### src/sys_clock_pkg.sv
// constants, types and register map of the system clock prescaler
package sys_clock_pkg;

  localparam logic [7:0] OFS_PRESCALE   = 8'h61;
  localparam logic [7:0] OFS_TRIM       = 8'h66;

  localparam int         PCE_BIT        = 7;
  localparam int         SEL_W          = 4;
  localparam int         RANGE_BIT      = 7;
  localparam int         TUNE_W         = 7;

  localparam logic [7:0] PCE_UNLOCK     = 8'h80;
  localparam logic [3:0] SEL_MAX        = 4'h8;
  localparam logic [3:0] SEL_RST_PLAIN  = 4'h0;
  localparam logic [3:0] SEL_RST_DIV8   = 4'h3;
  localparam logic [2:0] PCE_WINDOW     = 3'h4;
  localparam logic [7:0] RD_IDLE        = 8'h00;
  localparam int         CNT_W_MIN      = 8;

  typedef enum logic [1:0] {
    ST_LOAD,
    ST_RUN,
    ST_SWITCH
  } presc_state_e;

  typedef struct packed {
    logic [7:0] addr;
    logic [7:0] wdata;
    logic       wr;
    logic       rd;
  } reg_req_s;

  typedef struct packed {
    logic io;
    logic cpu;
    logic flash;
  } clk_en_s;

endpackage : sys_clock_pkg

### src/system_clock_prescaler.sv
// system clock prescaler, oscillator trim register and clock output buffer
`timescale 1ns/1ps
`default_nettype none

module system_clock_prescaler
  import sys_clock_pkg::*;
#(
  parameter int CNT_W = 8
) (
  input  wire logic       clk,                // undivided source clock
  input  wire logic       rst_n,              // async reset, active low
  input  wire logic       ce,                 // clock enable, freezes state
  input  wire reg_req_s   regReq,             // register port request
  output logic [7:0]      regRdata,           // read data, cycle after read
  input  wire logic       clockOutputFuse,    // fuse: clock on output pin
  input  wire logic       divideByEightFuse,  // fuse: reset divide by 8
  input  wire logic [7:0] factoryTrim,        // factory trim value
  output clk_en_s         clkEn,              // divided clock enables
  output logic            sysClkLevel,        // divided clock level
  output logic [3:0]      activeSelect,       // division code in effect
  output logic            oscRangeHigh,       // trim range select
  output logic [6:0]      oscTune,            // trim value bits
  input  wire logic       gpioOut,            // ordinary pin drive value
  input  wire logic       gpioOe_n,           // ordinary pin enable, low drives
  output logic            gpioIn,             // ordinary pin level
  input  wire logic       sysClkPinIn,        // pin level in
  output logic            sysClkPinOut,       // pin drive value
  output logic            sysClkPinOe_n       // pin enable, low drives
);

  generate
    if (CNT_W < CNT_W_MIN) begin : g_chk
      $error("CNT_W too narrow for division by 256");
    end
  endgenerate

  localparam int SYNC_W = 11;

  // two-stage synchronisers for fuses, trim row and the pin
  logic [SYNC_W-1:0] syncIn;
  logic [SYNC_W-1:0] syncA_ff;
  logic [SYNC_W-1:0] syncB_ff;

  assign syncIn = {sysClkPinIn, clockOutputFuse, divideByEightFuse, factoryTrim};

  // no reset: fuse levels must be valid while reset is held
  genvar gi;
  generate
    for (gi = 0; gi < SYNC_W; gi++) begin : g_sync
      always_ff @(posedge clk) begin
        if (ce) begin
          syncA_ff[gi] <= syncIn[gi];
          syncB_ff[gi] <= syncA_ff[gi];
        end
      end
    end
  endgenerate

  logic       pinInS;
  logic       fuseOut;
  logic       fuseDiv8;
  logic [7:0] trimFuse;

  assign pinInS   = syncB_ff[10];
  assign fuseOut  = syncB_ff[9];
  assign fuseDiv8 = syncB_ff[8];
  assign trimFuse = syncB_ff[7:0];

  // register port decode
  logic wrPresc;
  logic wrTrim;
  logic unlockWr;
  logic selWr;
  logic selOk;

  presc_state_e state_ff;
  presc_state_e nxt_state;

  logic             pce_ff;
  logic [2:0]       winCnt_ff;
  logic [3:0]       selReg_ff;
  logic [3:0]       newSel_ff;
  logic [3:0]       effSel_ff;
  logic [CNT_W-1:0] cnt_ff;
  logic [CNT_W-1:0] nxt_cnt;
  logic             level_ff;
  logic [7:0]       trim_ff;
  logic [7:0]       rdata_ff;
  logic [CNT_W:0]   period;
  logic             tick;

  assign wrPresc  = regReq.wr && (regReq.addr == OFS_PRESCALE);
  assign wrTrim   = regReq.wr && (regReq.addr == OFS_TRIM);
  assign unlockWr = wrPresc && (regReq.wdata == PCE_UNLOCK);
  assign selWr    = wrPresc && pce_ff && !regReq.wdata[PCE_BIT];
  assign selOk    = regReq.wdata[SEL_W-1:0] <= SEL_MAX;

  // change-enable and its four-cycle window
  always_ff @(posedge clk or negedge rst_n) begin
    if (!rst_n) begin
      pce_ff    <= 1'b0;
      winCnt_ff <= 3'h0;
    end else if (ce) begin
      if (selWr) begin
        pce_ff    <= 1'b0;
        winCnt_ff <= 3'h0;
      end else if (pce_ff) begin
        winCnt_ff <= winCnt_ff - 3'h1;
        if (winCnt_ff == 3'h1) begin
          pce_ff <= 1'b0;
        end
      end else if (unlockWr) begin
        pce_ff    <= 1'b1;
        winCnt_ff <= PCE_WINDOW;
      end
    end
  end

  // state of the prescale switch
  always_comb begin
    nxt_state = state_ff;
    case (state_ff)
      ST_LOAD: begin
        nxt_state = ST_RUN;
      end
      ST_RUN: begin
        if (selWr && selOk) begin
          nxt_state = ST_SWITCH;
        end
      end
      ST_SWITCH: begin
        if (tick && !(selWr && selOk)) begin
          nxt_state = ST_RUN;
        end
      end
      default: begin
        nxt_state = ST_RUN;
      end
    endcase
  end

  always_ff @(posedge clk or negedge rst_n) begin
    if (!rst_n) begin
      state_ff <= ST_LOAD;
    end else if (ce) begin
      state_ff <= nxt_state;
    end
  end

  // visible, pending and effective selection
  always_ff @(posedge clk or negedge rst_n) begin
    if (!rst_n) begin
      selReg_ff <= SEL_RST_PLAIN;
      newSel_ff <= SEL_RST_PLAIN;
      effSel_ff <= SEL_RST_PLAIN;
    end else if (ce) begin
      if (state_ff == ST_LOAD) begin
        selReg_ff <= fuseDiv8 ? SEL_RST_DIV8 : SEL_RST_PLAIN;
        newSel_ff <= fuseDiv8 ? SEL_RST_DIV8 : SEL_RST_PLAIN;
        effSel_ff <= fuseDiv8 ? SEL_RST_DIV8 : SEL_RST_PLAIN;
      end else begin
        if (selWr && selOk) begin
          selReg_ff <= regReq.wdata[SEL_W-1:0];
          newSel_ff <= regReq.wdata[SEL_W-1:0];
        end
        // switch only on an old-period boundary: no short period
        if (state_ff == ST_SWITCH && tick) begin
          effSel_ff <= newSel_ff;
        end
      end
    end
  end

  // divider on the source clock, never readable
  assign period  = (CNT_W+1)'(1) << effSel_ff;
  assign tick    = (cnt_ff == CNT_W'(period - (CNT_W+1)'(1)));
  assign nxt_cnt = tick ? '0 : cnt_ff + CNT_W'(1);

  always_ff @(posedge clk or negedge rst_n) begin
    if (!rst_n) begin
      cnt_ff <= '0;
    end else if (ce) begin
      cnt_ff <= nxt_cnt;
    end
  end

  // high for the first half of each divided period; toggles every source cycle when undivided
  always_ff @(posedge clk or negedge rst_n) begin
    if (!rst_n) begin
      level_ff <= 1'b0;
    end else if (ce) begin
      if (effSel_ff == SEL_RST_PLAIN) begin
        level_ff <= ~level_ff;
      end else begin
        level_ff <= (nxt_cnt < CNT_W'(period >> 1));
      end
    end
  end

  // the same enable feeds every clock domain
  assign clkEn        = '{io: tick, cpu: tick, flash: tick};
  assign sysClkLevel  = level_ff;
  assign activeSelect = effSel_ff;

  // oscillator trim register
  always_ff @(posedge clk or negedge rst_n) begin
    if (!rst_n) begin
      trim_ff <= 8'h00;
    end else if (ce) begin
      if (state_ff == ST_LOAD) begin
        trim_ff <= trimFuse;
      end else if (wrTrim) begin
        trim_ff <= regReq.wdata;
      end
    end
  end

  assign oscRangeHigh = trim_ff[RANGE_BIT];
  assign oscTune      = trim_ff[TUNE_W-1:0];

  // read data, valid only in the cycle after the read
  always_ff @(posedge clk or negedge rst_n) begin
    if (!rst_n) begin
      rdata_ff <= RD_IDLE;
    end else if (ce) begin
      rdata_ff <= RD_IDLE;
      if (regReq.rd && regReq.addr == OFS_PRESCALE) begin
        rdata_ff <= {pce_ff, 3'h0, selReg_ff};
      end else if (regReq.rd && regReq.addr == OFS_TRIM) begin
        rdata_ff <= trim_ff;
      end
    end
  end

  assign regRdata = rdata_ff;

  // clock output buffer; during reset the raw source clock is passed
  always_comb begin
    sysClkPinOut  = gpioOut;
    sysClkPinOe_n = gpioOe_n;
    if (fuseOut) begin
      sysClkPinOe_n = 1'b0;
      if (!rst_n || state_ff == ST_LOAD || effSel_ff == SEL_RST_PLAIN) begin
        sysClkPinOut = clk;
      end else begin
        sysClkPinOut = level_ff;
      end
    end
  end

  assign gpioIn = pinInS;

  // helper: cycles since the previous divided clock edge
  logic [CNT_W:0] gap_ff;

  always_ff @(posedge clk or negedge rst_n) begin
    if (!rst_n) begin
      gap_ff <= '0;
    end else if (ce) begin
      gap_ff <= tick ? '0 : gap_ff + (CNT_W+1)'(1);
    end
  end
endmodule : system_clock_prescaler

`default_nettype wire

### config.mk
export PLATFORM = sky130hd
export DESIGN_NAME = system_clock_prescaler
export DESIGN_NICKNAME = d
export VERILOG_FILES = /design/src/sys_clock_pkg.sv /design/src/system_clock_prescaler.sv
export SDC_FILE = /design/constraint.sdc
export NUM_CORES = 1
export LEC_CHECK = 0
export BUFFER_PORTS_ARGS = -buffer_cell sky130_fd_sc_hd__buf_4
export CAP_MARGIN = 25
export CORE_UTILIZATION = 40
export DETAILED_ROUTE_END_ITERATION = 10
export GPL_ROUTABILITY_DRIVEN = 0
export HOLD_SLACK_MARGIN = 0.08
export PLACE_DENSITY_LB_ADDON = 0.15
export SYNTH_ARGS = -nofsm -noshare
export SYNTH_HDL_FRONTEND = slang
export SYNTH_SLANG_ARGS = --single-unit
### constraint.sdc
create_clock -name clk -period 3.2 [get_ports clk]
set_input_delay 0.64 -clock clk [delete_from_list [all_inputs] [get_ports clk]]
set_output_delay 0.64 -clock clk [all_outputs]
set_load 0.01 [all_outputs]
After elaboration in Yosys (flattened, before gate mapping)
Index checks and enable logic that the tools add are counted.

Word-level logic and storage cells: 97. Input bits: 34. Flip-flop bits (word level): 61. Output and inout bits: 27.

Add/subtract/negate cells: 3. Bitwise operators: 1. Equality and inequality tests: 9. Reductions and logical operators: 26. Shift operators: 1. Muxes and demuxes: 24. Order comparisons: 2.

Operator list (count): $mux W8 (5); $eq A8 B7 Y1 const B (2); $mux W4 (4); $logic_and A1 B1 Y1 (10); $mux W3 (3); $shl A1 B4 Y9 const A (1); $add A8 B1 Y8 const B (1); $eq A8 B8 Y1 (1); $eq A8 B8 Y1 const B (1); $lt A8 B8 Y1 (1); $mux W1 (8); $reduce_and A2 Y1 (4); $sub A8 B1 Y8 const B (1); $mux W2 (3); $reduce_bool A2 Y1 (3); $le A4 B4 Y1 const B (1); $logic_not A4 Y1 (1); $ne A2 B2 Y1 const B (2); $pmux W2 S2 (1); $eq A3 B1 Y1 const B (1); $logic_not A1 Y1 (3); $reduce_and A3 Y1 (1); $reduce_bool A3 Y1 (1); $sub A3 B1 Y3 const B (1); other kinds (5) (6).

Logic depth before layout (Yosys ltp)
Word-level depth: 9. Mapped depth: 17. Gate-level depth less buffers: 14.

==> results by group <==
Layout
  – Fraction of layout instances using a drive strength above 1: 0.271
  – Synth-to-Final Area Change: 28.5%
  – Diode count: 0
  – Post-route insts no fill: 497
  – Fillers: 706
  – Total Nets Final: 435

GRT
  – First-pass GRT wire length: 12400 um
  – Initial antenna violation count: 0
  – Gr usage total: 0.196
  – Grt total ovfl: 0
  – Vias in the first global route: 2602
  – Largest net degree at the start of global routing: 40

Placed design
  – Setup WS pre-CTS: 76.4 ps
  – DPL Wire Length: 5270 um
  – Dpl cells: 475
  – Buffers on Ports: 60

Logic synthesis
  – Mapped Area: 3170 um2
  – Avg Cell Area, Syn: 9.95 um2
  – Number of distinct library cells after synthesis: 51
  – Cell count after synthesis: 318
  – Dominant synthesized flop cell: dfrtp_1
  – Synth async-reset ratio: 0.639
  – Sequential share of the synthesized area: 0.517
  – Flops & latches, synth: 61
  – Synthesized net count: 363
  – Synthesis Warnings: 0
  – Number of synthesized flops with an enable pin: 22

Pwr
  – Net switching power: 988 uW
  – Power Internal: 1.95 mW
  – Clock power share: 0.267
  – Comb pwr share: 0.353
  – Peak VDD IR: 0.000365 V
  – Leak: 1.75 nW
  – Sw frac: 0.337
  – Seq pwr share: 0.379
  – PwrDens: 722 nW/um2
  – Total power: 2.94 mW

Die
  – Placeable core area: 7690 um2
  – Number of I/O pins: 61
  – Starting Density: 0.412
  – Die height: 91.0 um
  – Die ar.: 8270 um2
  – Die X: 91.0 um
  – Row cnt: 32

Route
  – Total routed wirelength: 7400 um
  – DRT iter0 DRCs: 113
  – Via density: 5.32
  – DRC Markers: 0
  – Drt pass-1 iters: 4
  – Vias: 2642
  – Final ANT Viol Nets: 0
  – WL per Instance: 14.9 um

Critical path
  – CP required: 2560 ps
  – Crit end category: output port
  – Crit Path Class: flip-flop to output port
  – CP cell instances: or4_4, ha_4, and2_4, o211a_1, o211ai_1, and4bb_1, buf_6, buf_6
  – Worst path slowest cell: or4_4
  – Startpoint Class: flip-flop
  – Crit-path max cell delay: 550 ps
  – Crit-path most repeated cell: buf_6
  – Crit path max fanout: 5
  – CP arrival: 2580 ps

Clocking
  – Clock slew seen by the registers of the worst setup and hold paths: 70 ps
  – CTS tree: built
  – # hold bufs at CTS: 0
  – Clk Latency, worst-skew pair: 430 ps

Timing
  – Crit path time final: 3220 ps
  – RSZ-0062 raised after global routing: true
  – Setup ws final: -15.7 ps
  – Worst-margin pin slew: 691 ps
  – Relative slew slack: 0.535
  – Final worst-path cycle share: 1.00
  – Final Max Tran Viols: 0
  – FMAX: 0.311 GHz
  – Clock Skews: 5.92 ps
  – Final setup fails: 3
  – Final Hold Fails: 0

Run status
  – Status: finished, violations left
  – Failing checks: setup timing

Hold path
  – HP Class: input port to asynchronous set/reset pin

Flow run
  – Max Cap Violations: 0
## area by class of cell
| type | instances | area [um2] | area share |
|---|---|---|---|
| sequential | 61 | 1640 | 0.403 |
| clock inverter | 4 | 47.5 | 0.0117 |
| tap | 102 | 128 | 0.0314 |
| timing repair buffer | 76 | 589 | 0.145 |
| clock buffer | 16 | 194 | 0.0477 |
| multi-input combinational | 226 | 1430 | 0.351 |
| inverter | 12 | 45.0 | 0.0111 |
## final timing paths
path | depth (start not counted) | endpoint | start | slack (ps)
min | 2 | newSel_ff[1] | rst_n | 290
min reg2reg | 0 | fuseDiv8 | syncA_ff[8] | 420
max | 8 | clkEn[2] | activeSelect[2] | -20
min in group clk | 1 | syncA_ff[2] | factoryTrim[2] | 380
max in group asynchronous | 2 | activeSelect[2] | rst_n | 2550
max reg2reg | 14 | sysClkLevel | activeSelect[2] | 30
## cells in the mapped netlist, drive strengths merged, types with 3 or more instances
master | count | share of area
nor2b | 9 | 0.018
clkbuf | 10 | 0.012
a21oi | 11 | 0.017
nor2 | 40 | 0.047
nand2 | 33 | 0.039
o21ai | 16 | 0.026
mux2 | 4 | 0.017
nand4 | 3 | 0.0059
o22ai | 3 | 0.0059
inv | 11 | 0.013
xnor2 | 8 | 0.022
nor3 | 9 | 0.014
o21a | 3 | 0.0071
edfxtp | 22 | 0.21
a21o | 6 | 0.014
buf | 9 | 0.017
nand3 | 15 | 0.024
ha | 11 | 0.043
a22o | 5 | 0.014
and3 | 3 | 0.0059
a31oi | 9 | 0.018
xor2 | 3 | 0.0083
a221oi | 4 | 0.011
dfrtp | 39 | 0.31
## logic make-up (layout without fill, tap and decap cells)
kind of cell | count (synthesis) | in the layout | synth area share
flops | 61 | 61 | 0.517
compound gates | 72 | 72 | 0.155
mux | 6 | 6 | 0.0229
buf+inv | 31 | 108 | 0.0427
simple gates | 126 | 126 | 0.188
fa+ha+maj | 11 | 11 | 0.0435
xor+xnor | 11 | 11 | 0.0304
## power groups by stage
stage	combinational (mW)	clock [mW]	sequential (mW)
floorplan	0.627	0.0149	1.12
global placement	0.979	0.0226	1.12
detailed placement	0.998	0.0226	1.13
CTS	1.02	0.820	1.11
global route	1.15	0.854	1.13
finish	1.04	0.785	1.11
## repair_timing
action	CTS	global route
setup buffers	4	0
endpoints found under the setup margin	3	4
cloned	0	0
gates resized for setup	6	4
pin swaps	4	2
## through the flow
stage	TNS (ps)	cell area, um2	hold slack, ps	utilization
after CTS	-94.5	4050	293	0.527
after global placement	0	3780	401	0.491
after floorplan	0	3200	344	-
after global routing	-569	4070	322	0.529
after detailed placement	0	3780	405	0.491
final	-45.2	4070	287	0.529
## flip-flops by register name, indices dropped and copies added (netlist names), 2 cells and up
name	count
trim_ff	8
regRdata	8
state_ff	2
cnt_ff	8
syncA_ff	11
activeSelect	4
newSel_ff	4
syncB_ff	8
winCnt_ff	3
## routing by layer
layer / part of all wire / global-route usage
met5: 0 / 0
met4: 0.026 / 0.118
met1: 0.45 / 0.248
met2: 0.48 / 0.301
met3: 0.049 / 0.0494
## worst max-delay path: cells and delay by family (launching register included)
family,cells,cell delay (ps)
compound gates,2,350
fa+ha+maj,1,200
buf+inv,2,240
flops,1,400
simple gates,3,950
## layout by cell type (no fill, tap or decap), drive strengths merged, types with 4 or more instances in the layout
| cell type | count |
|---|---|
| nand3 | 15 |
| a31oi | 9 |
| buf | 77 |
| a21oi | 11 |
| nor2 | 40 |
| nor3 | 9 |
| xnor2 | 8 |
| nand2 | 33 |
| clkbuf | 15 |
| a22o | 5 |
| inv | 11 |
| edfxtp | 22 |
| dfrtp | 39 |
| o21ai | 16 |
| a221oi | 4 |
| ha | 11 |
| a21o | 6 |
| mux2 | 4 |
| nor2b | 9 |
Power figures use the tool's default switching activity.
